$ cat src/rtl/srh_pkg.sv
// Constants for the asynchronous static RAM host controller.
// Assumes a single 50 MHz clock; all figures below are for the slow speed grade.
// Functional notes
// RULE1: During every read the controller holds the write strobe high so the memory returns data.
// RULE2: Address-driven reads may keep select and output drive low and only change the address.
// RULE3: For reads started by select, the address is valid no later than the falling select edge.
// RULE4: The memory writes only while select and write strobe are both low.
// RULE5: A write starts with all controls valid and ends when select or write strobe rises.
// RULE6: Data setup and hold are measured from whichever edge ends the write.
// RULE7: Write data is stable at least 20 ns before the ending edge, no hold needed after it.
// RULE8: The address is valid at least 25 ns before the ending edge.
// RULE9: The address may change right at the ending edge; its hold time is zero.
// RULE10: After the write strobe falls the memory floats its data pins within 20 ns.
// RULE11: After the write strobe rises the memory may drive again at once, so the host lets go first; the code drops mem_data_oe on that same edge.
// RULE12: With output drive high during a write the memory keeps its data pins floating.
// RULE13: Before low-supply retention the host deasserts select, with a least lead time of 0 ns.
// RULE14: The memory holds 32768 bytes behind a 15-bit address and one shared 8-bit data bus.
package srh_pkg;
  localparam int unsigned CLK_PERIOD_NS = 20;
  localparam int unsigned ADDR_W = 15; // 32768 words
  localparam int unsigned DATA_W = 8;
  // Write timing, slow grade
  localparam int unsigned WRITE_DATA_SETUP_NS = 20;
  localparam int unsigned ADDR_SETUP_TO_END_NS = 25;
  localparam int unsigned STROBE_WIDTH_NS = 25;
  localparam int unsigned SELECT_TO_END_NS = 35;
  localparam int unsigned WRITE_CYCLE_NS = 45;
  localparam int unsigned STROBE_LOW_TO_FLOAT_DELAY_NS = 20;
  localparam int unsigned WRITE_ADDRESS_HOLD_NS = 0;
  // Read timing, slow grade
  localparam int unsigned READ_ACCESS_NS = 45;
  localparam int unsigned READ_CYCLE_NS = 45;
  function automatic int unsigned ns_to_cyc(input int unsigned ns);
    int unsigned c;
    c = (ns + CLK_PERIOD_NS - 1) / CLK_PERIOD_NS;
    return (c == 0) ? 1 : c;
  endfunction
  // Strobe low time covers address-to-end, width, select-to-end and data setup
  localparam int unsigned WR_LOW_CYC = ns_to_cyc(SELECT_TO_END_NS);
  localparam int unsigned RD_WAIT_CYC = ns_to_cyc(READ_ACCESS_NS) + 1;
  localparam int unsigned FLOAT_CYC = ns_to_cyc(STROBE_LOW_TO_FLOAT_DELAY_NS);
  localparam int unsigned CNT_W = 4;
  localparam logic [DATA_W-1:0] DATA_RESET = 8'h00;
  localparam logic [ADDR_W-1:0] ADDR_RESET = 15'h0000;
endpackage

$ cat src/rtl/srh_cycle_timer.sv
`timescale 1ns/1ps
// Down counter that times the phases of one memory cycle.
// Assumes a synchronous load pulse from the controller's sequencer.
module srh_cycle_timer
(
  input wire logic clk,
  input wire logic reset_n,
  input wire logic clk_en,
  input wire logic load,
  input wire logic [srh_pkg::CNT_W-1:0] load_val,
  output logic done
);
  logic [srh_pkg::CNT_W-1:0] cnt_r;

  // Load wins; otherwise count down and rest at zero
  always_ff @(posedge clk or negedge reset_n)
  begin
    if (!reset_n)
      cnt_r <= 4'h0;
    else if (clk_en)
    begin
      if (load)
        cnt_r <= load_val;
      else if (cnt_r != 4'h0)
        cnt_r <= cnt_r - 4'h1;
    end
  end

  assign done = (cnt_r == 4'h0);
endmodule // srh_cycle_timer

$ cat src/rtl/srh_host.sv
`timescale 1ns/1ps
// Host controller that drives an asynchronous static RAM through its pins.
// Assumes the memory pins are sampled and driven synchronously to clk; the bench
// resolves the shared data wire from mem_data_oe.
module srh_host
(
  input wire logic clk,
  input wire logic reset_n,
  input wire logic clk_en,
  // User side
  input wire logic req_valid,
  input wire logic req_write,
  input wire logic [srh_pkg::ADDR_W-1:0] req_addr,
  input wire logic [srh_pkg::DATA_W-1:0] req_wdata,
  input wire logic retain_req,
  output logic req_ready,
  output logic rsp_valid,
  output logic [srh_pkg::DATA_W-1:0] rsp_rdata,
  output logic retain_ok,
  // Memory side
  output logic [srh_pkg::ADDR_W-1:0] mem_addr,
  output logic mem_select_n,
  output logic mem_write_n,
  output logic mem_drive_n,
  input wire logic [srh_pkg::DATA_W-1:0] mem_data_in,
  output logic [srh_pkg::DATA_W-1:0] mem_data_out,
  output logic mem_data_oe
);
  typedef enum logic [5:0] {
    ST_IDLE   = 6'b000001,
    ST_RSETUP = 6'b000010,
    ST_RWAIT  = 6'b000100,
    ST_WSETUP = 6'b001000,
    ST_WLOW   = 6'b010000,
    ST_WEND   = 6'b100000
  } srh_state_e;

  srh_state_e state_r;
  srh_state_e state_nxt;
  logic tmr_load;
  logic [srh_pkg::CNT_W-1:0] tmr_val;
  logic tmr_done;

  // A request is taken only while ready is shown, so the handshake and the
  // sequencer agree on which edge accepted it, except when retain_req is high on that edge. The cost is one
  // extra idle cycle after retention is released, before ready comes back.
  function automatic logic take_now(input srh_state_e st, input logic valid, input logic ready,
    input logic retain);
    return (st == ST_IDLE) && valid && ready && !retain;
  endfunction

  srh_cycle_timer u_timer
  (
    .clk(clk),
    .reset_n(reset_n),
    .clk_en(clk_en),
    .load(tmr_load),
    .load_val(tmr_val),
    .done(tmr_done)
  );

  // Next state and timer loads
  always_comb
  begin
    state_nxt = state_r;
    tmr_load = 1'b0;
    tmr_val = '0;
    unique case (state_r)
      ST_IDLE:
        if (take_now(state_r, req_valid, req_ready, retain_req))
        begin
          state_nxt = req_write ? ST_WSETUP : ST_RSETUP;
        end
      ST_RSETUP:
      begin
        // Address is already stable one cycle before select falls
        state_nxt = ST_RWAIT; // see RULE3
        tmr_load = 1'b1;
        tmr_val = srh_pkg::CNT_W'(srh_pkg::RD_WAIT_CYC);
      end
      ST_RWAIT:
        if (tmr_done)
          state_nxt = ST_IDLE;
      ST_WSETUP:
      begin
        state_nxt = ST_WLOW;
        tmr_load = 1'b1;
        tmr_val = srh_pkg::CNT_W'(srh_pkg::WR_LOW_CYC);
      end
      ST_WLOW:
        if (tmr_done)
          state_nxt = ST_WEND;
      ST_WEND:
        state_nxt = ST_IDLE;
    endcase
  end

  // State register
  always_ff @(posedge clk or negedge reset_n)
  begin
    if (!reset_n)
      state_r <= ST_IDLE;
    else if (clk_en)
      state_r <= state_nxt;
  end

  // Control strobes; select and strobe fall together once address and data are set up
  always_ff @(posedge clk or negedge reset_n)
  begin
    if (!reset_n)
    begin
      mem_select_n <= 1'b1;
      mem_write_n <= 1'b1;
      mem_drive_n <= 1'b1;
    end
    else if (clk_en)
    begin
      mem_select_n <= !(state_nxt == ST_RWAIT || state_nxt == ST_WLOW); // see RULE5
      mem_write_n <= !(state_nxt == ST_WLOW); // see RULE1, RULE4
      // Output drive stays high through writes so the memory never fights our data.
      // Every read is started by select; holding select low across reads is legal
      // but not used, so each read gets the same select-to-data wait.
      mem_drive_n <= !(state_nxt == ST_RWAIT); // see RULE12, RULE2
    end
  end

  // Address and write data; both ride from setup through the rising edges
  always_ff @(posedge clk or negedge reset_n)
  begin
    if (!reset_n)
    begin
      mem_addr <= srh_pkg::ADDR_RESET;
      mem_data_out <= srh_pkg::DATA_RESET;
    end
    else if (clk_en && take_now(state_r, req_valid, req_ready, retain_req))
    begin
      mem_addr <= req_addr; // see RULE8, RULE9
      mem_data_out <= req_wdata; // see RULE7
    end
  end

  // Data drive: on during setup and low time, off on the same edge both strobes rise.
  // Releasing at the ending edge is safe because hold is zero and the memory
  // keeps its pins floating with output drive high.
  always_ff @(posedge clk or negedge reset_n)
  begin
    if (!reset_n)
      mem_data_oe <= 1'b0;
    else if (clk_en)
      mem_data_oe <= (state_nxt == ST_WSETUP || state_nxt == ST_WLOW); // see RULE6, RULE11
  end

  // Capture read data at the end of the access wait
  always_ff @(posedge clk or negedge reset_n)
  begin
    if (!reset_n)
    begin
      rsp_valid <= 1'b0;
      rsp_rdata <= srh_pkg::DATA_RESET;
    end
    else if (clk_en)
    begin
      rsp_valid <= 1'b0;
      if (state_r == ST_RWAIT && tmr_done)
      begin
        rsp_valid <= 1'b1;
        rsp_rdata <= mem_data_in; // see RULE14
      end
    end
  end

  // Ready and retention handshake; select is already high whenever we idle
  always_ff @(posedge clk or negedge reset_n)
  begin
    if (!reset_n)
    begin
      req_ready <= 1'b0;
      retain_ok <= 1'b0;
    end
    else if (clk_en)
    begin
      req_ready <= (state_nxt == ST_IDLE) && !retain_req;
      retain_ok <= (state_nxt == ST_IDLE) && retain_req; // see RULE13
    end
  end
endmodule // srh_host

$ cat config.mk
export PLATFORM = sky130hd
export DESIGN_NAME = srh_host
export DESIGN_NICKNAME = d
export VERILOG_FILES = /design/src/rtl/srh_pkg.sv /design/src/rtl/srh_cycle_timer.sv /design/src/rtl/srh_host.sv
export SDC_FILE = /design/constraint.sdc
export NUM_CORES = 1
export LEC_CHECK = 0
export BUFFER_PORTS_ARGS = -buffer_cell sky130_fd_sc_hd__buf_2
export CORE_UTILIZATION = 45
export DETAILED_ROUTE_END_ITERATION = 7
export MAX_ROUTING_LAYER = met4
export PLACE_DENSITY = 0.72
export SYNTH_ARGS = -nofsm -noshare
export SYNTH_HDL_FRONTEND = slang
export SYNTH_SLANG_ARGS = --single-unit
$ cat constraint.sdc
create_clock -name clk -period 4.7 [get_ports clk]
set_input_delay 1.175 -clock clk [delete_from_list [all_inputs] [get_ports clk]]
set_output_delay 1.175 -clock clk [all_outputs]
set_load 0.005 [all_outputs]
; Yosys cells after proc, flatten, opt, wreduce, memory -nomap -nowiden
; Index checks and enable logic that the tools add are counted.
[totals]
reg_bits = 48
in_bits = 37
wordCells = 52
[op_classes]
n_addsub = 1
eq_ne = 10
n_mux = 10
reduce_logical = 19
[op_table]
columns = op, n
row1 = 6-bit one-hot mux with 6 select lines, 1
row2 = 6-bit 2-to-1 mux, 3
row3 = "6-bit by 1-bit == test with 1-bit output, second input constant", 2
row4 = "6-bit by 3-bit == test with 1-bit output, second input constant", 2
row5 = "6-bit by 4-bit == test with 1-bit output, second input constant", 2
row6 = "6-bit by 5-bit == test with 1-bit output, second input constant", 2
row7 = 4-bit 2-to-1 mux, 3
row8 = 1-bit logical AND, 7
row9 = "6-bit by 2-bit == test with 1-bit output, second input constant", 1
row10 = "6-bit == test, second input constant", 1
row11 = 3-bit one-hot mux with 2 select lines, 1
row12 = 1-bit zero test, 4
row13 = 4-bit zero test, 1
row14 = 2-bit AND reduction, 2
row15 = 4-bit nonzero test, 1
row16 = "4-bit by 1-bit subtractor with 4-bit output, second input constant", 1
row17 = 1-bit logical OR, 2
row18 = 1-bit 2-to-1 mux, 2
row19 = 2-bit nonzero test, 1
row20 = 2-bit OR reduction, 1

; Depth between registers and ports, before layout
[depth]
depth_word = 9
mapped_depth = 8

; Modules after synthesis
; A second synthesis with hierarchy kept.
[hier_totals]
hier_cells = 188
area_unflattened_um2 = 2346.0
[modules_own_cells]
columns = mod, instances, cells_per_inst, area_per_inst_um2, seq_area_each_um2
row1 = srh_host, 1, 158, 2058.2, 1106.1
row2 = srh_cycle_timer, 1, 30, 287.8, 100.1

; Least setup slack after synthesis
; Ideal clock, no wire load.
[synth_path]
kind = input-to-reg
from = input retain_req
to = register mem_addr[0] (netlist name)
setup_ns = 0.125
arrival_ns = 2.347
required_ns = 4.575
slack_ns = 2.227
stages = 6
cell_sequence = and4bb_1 -> nand3_1 -> or2_1 -> buf_2 -> buf_6 -> mux2_4
[synth_via]
elab_chain_cells = 3
[synth_rtl]
columns = element, line_no
row1 = "start, declared", srh_host.sv:15  ; input wire logic retain_req,
row2 = 1-bit zero test, srh_host.sv:49  ; return (st == ST_IDLE) && valid && ready && !retain;
row3 = 1-bit logical AND, srh_host.sv:49
row4 = 1-bit logical AND, srh_host.sv:135  ; else if (clk_en && take_now(state_r, req_valid, req_ready, retain_req))
row5 = "end signal, assigned", srh_host.sv:132  ; mem_addr <= srh_pkg::ADDR_RESET;
row6 = "end signal, assigned", srh_host.sv:137  ; mem_addr <= req_addr;
row7 = "end, declared", srh_host.sv:21  ; output logic [srh_pkg::ADDR_W-1:0] mem_addr,
; Every way passes these cells.
; A chain may end at the register's enable or synchronous reset.

; Worst setup path after layout
[layout_path]
from = input clk_en
to = register mem_addr[7] (netlist name)
[layout_via]
elab_chain_cells = 1
[layout_rtl]
columns = element, line_no
row1 = "start, declared", srh_host.sv:9  ; input wire logic clk_en,
row2 = 1-bit logical AND, srh_host.sv:135
; Every way passes these cells.

==> results.yml <==
timing:
  rsz0062_at_grt: "false"
  period_needed_ps: 2370
  drv_slew: 0
  post-route-period-util_pct: 50.3
  finalSetupTns_ps: 0
  hold_viol_final: 0
  skew_ps: 12.7
  max_slew_margin_pct: 29.7
  max_freq_mhz: 423
  whs_ps: 483
  finalSetupViolCount: 0
  tightest_slew_ps: 1050
die:
  die_w_um: 75.3
  rows: 26
  die_height_um: 75.3
  initial_utilization_pct: 47.0
  die-area_um2: 5670
  core_area_um2: 5140
  io_pins: 75
finish:
  syn_to_final_growth_pct: 20.2
  n_antenna_cell: 0
  drive_gt1_share_pct: 49.2
  nNetsFinal: 301
  multiInputGateArea_um2: 1100
  final_cell_area_um2: 2900
  num-fill-cells: 449
  seq_area_um2: 1210
route:
  avgRoutedWirePerCell_um: 14.0
  vias: 1755
  drt-total-wl_mm: 4.66
  avgViaCountPerCell: 5.25
  ant_nets: 0
  drt-pass1-iter-count: 4
  drc: 0
  drtIter0Drc: 45
setup_path:
  end_kind: "register"
  worstSetupStartpointType: "input pin"
  critPathKind: "input pin to register"
  worstPathRequired_ps: 4890
  crit_path_max_fanout: 28
  worstPathArrival_ps: 2560
synthesis:
  synth_top_cells_by_area: "dfrtp_1 (46%), mux2_4 (12%), mux2_2 (5.6%), dfstp_2 (4.4%), nand2_1 (1.9%)"
  ys_seq_area_share_pct: 49.9
  yosysWarnings: 0
  async_reset_ff_share_pct: 100
  synth_top_area_share_pct: 45.6
  synth-edff-count: 0
  synth_adder_area_share_pct: 0.518
  synth.largest_area_cell: "dfrtp_1"
  synth_top_family_by_area: "multiplexers"
  syn_area_per_cell_um2: 12.6
  synthMuxAreaShare_pct: 17.4
  syn_inst: 192
  synth_compound_area_share_pct: 12.1
  yosysUniqueCellTypes: 50
  ys.flop_type: "dfrtp_1"
  synth-simple-area-share_pct: 14.8
  syn_nets: 230
  netlist_area_um2: 2420
  synth-xor-area-share_pct: 0.673
  ys_ff_latch: 48
placement:
  gp_congestion: 0.858
  dpl.hpwl_mm: 3.27
  place_area_um2: 2810
  io_buffers: 74
outcome:
  status: "completed"
power_and_ir_drop:
  cellLeakagePower_nw: 1.56
  total_power_mw: 1.57
  peakVddDrop_mv: 0.349
  powerDensity_nw_per_um2: 542
clocking:
  cts_buffers: 5
  postCtsSetupRepairBufs: 0
  worstSkewPairLatency_ps: 300
  cts_resized: 0
  htree_levels: 2
  cts_buffer_depth: 2
  clock-sinks: 48
  clkTransAtPathRegs_ps: 90
  cts_tree: "yes"
  cts-root-buf: "clkbuf_8"
  hold_buffers: 0
flow_run:
  drv_cap: 0
global_routing:
  grt_pass1_wl_mm: 7.50
  grt_pass1_vias: 1604
  grt_overflow_total: 0
  antenna_found_initial: 0
  track_usage_pct: 18.2
  grt_max_degree: 49
hold_path:
  hp-class: "register to register"
cell type report:
class / count / share of cell area, %
clock inverter: 2 / 0.474
clock buffer: 6 / 2.84
tap: 70 / 3.02
sequential: 48 / 41.5
multi-input combinational: 123 / 37.8
timing repair buffer: 75 / 13.0
inverter: 10 / 1.29
report_power, final:
group	internal (mW)	switching (mW)
clock network	0.120	0.141
logic	0.321	0.302
registers	0.554	0.136
worst paths after layout:
path                                   from            to  slack, ps  depth (start not counted)
max                                  clk_en   mem_addr[7]       2330                          5
min                            mem_select_n  mem_select_n        480                          2
max reg2reg                u_timer.cnt_r[0]  rsp_rdata[5]       2520                          6
min reg2reg                    mem_select_n  mem_select_n        480                          2
max in group asynchronous           reset_n    state_r[3]       2990                          1
min in group asynchronous           reset_n   mem_addr[6]       1050                          1
layout by cell type, fill, tap and decap left out, drive strengths merged, types with 2 or more instances in the layout:
| cell type | instances |
|---|---|
| o31ai | 4 |
| o21a | 3 |
| or2 | 2 |
| a22o | 3 |
| dfrtp | 44 |
| buf | 75 |
| and2 | 2 |
| nand3b | 2 |
| or4b | 3 |
| nor4 | 4 |
| clkbuf | 6 |
| nor2 | 9 |
| nand3 | 5 |
| a21oi | 4 |
| nor3 | 3 |
| mux2 | 31 |
| a31oi | 2 |
| inv | 11 |
| o21ai | 8 |
| nand2b | 5 |
| and3 | 3 |
| dfstp | 4 |
| nand2 | 12 |
worst max-delay path, stage by stage:
cell	delay, ps
buf_2	380
nand2_1	130
or2_1	250
buf_4	260
mux2_4	340
metal layers:
layer  GRT usage, %  wire length, um  share of wire, %
met5              -                0                 0
met4           4.94               46              0.99
met3           4.15              254               5.4
met2           27.3             2130                46
met1           24.9             2230                48
stage by stage:
| stage | instances | util, % | setup slack (ps) |
|---|---|---|---|
| finish | 334 | 56.5 | 2330 |
| global route | 334 | 56.5 | 2290 |
| CTS | 334 | 56.5 | 2360 |
| detailed placement | 326 | 54.6 | 2050 |
| global placement | 326 | 54.6 | 2060 |
| floorplan | 192 | - | 2230 |
Yosys cell counts (2+ instances only):
| master | count |
|---|---|
| nor3_2 | 2 |
| buf_6 | 3 |
| o21a_1 | 3 |
| buf_2 | 5 |
| o31ai_1 | 4 |
| nand3b_1 | 2 |
| mux2_4 | 19 |
| dfrtp_1 | 44 |
| or4b_1 | 2 |
| nor2_1 | 9 |
| clkbuf_1 | 2 |
| a21oi_1 | 3 |
| nand3_1 | 4 |
| dfstp_2 | 4 |
| a22o_1 | 3 |
| inv_1 | 10 |
| nand2_1 | 12 |
| nor4_4 | 2 |
| and3_1 | 3 |
| mux2_2 | 12 |
| nand2b_1 | 5 |
| o21ai_0 | 8 |
| a31oi_1 | 2 |
| or2_1 | 2 |
| nor4_1 | 2 |
registers in the layout, summed over array words and instances, names as in the netlist:
signal	count
mem_addr	15
mem_data_oe	1
mem_data_out	8
mem_drive_n	1
mem_select_n	1
mem_write_n	1
req_ready	1
retain_ok	1
rsp_rdata	8
rsp_valid	1
state_r	6
u_timer.cnt_r	4
cell families (layout without fill, tap and decap cells):
kind of cell,Yosys count,after routing
AO/OA/AOI/OAI,37,37
XOR/XNOR,1,1
adder cells (fa/ha/maj),1,1
buffers and inverters,21,93
flip-flops,48,48
multiplexers,31,31
AND/OR/NAND/NOR,53,53
(Power assumes the default switching activity.)
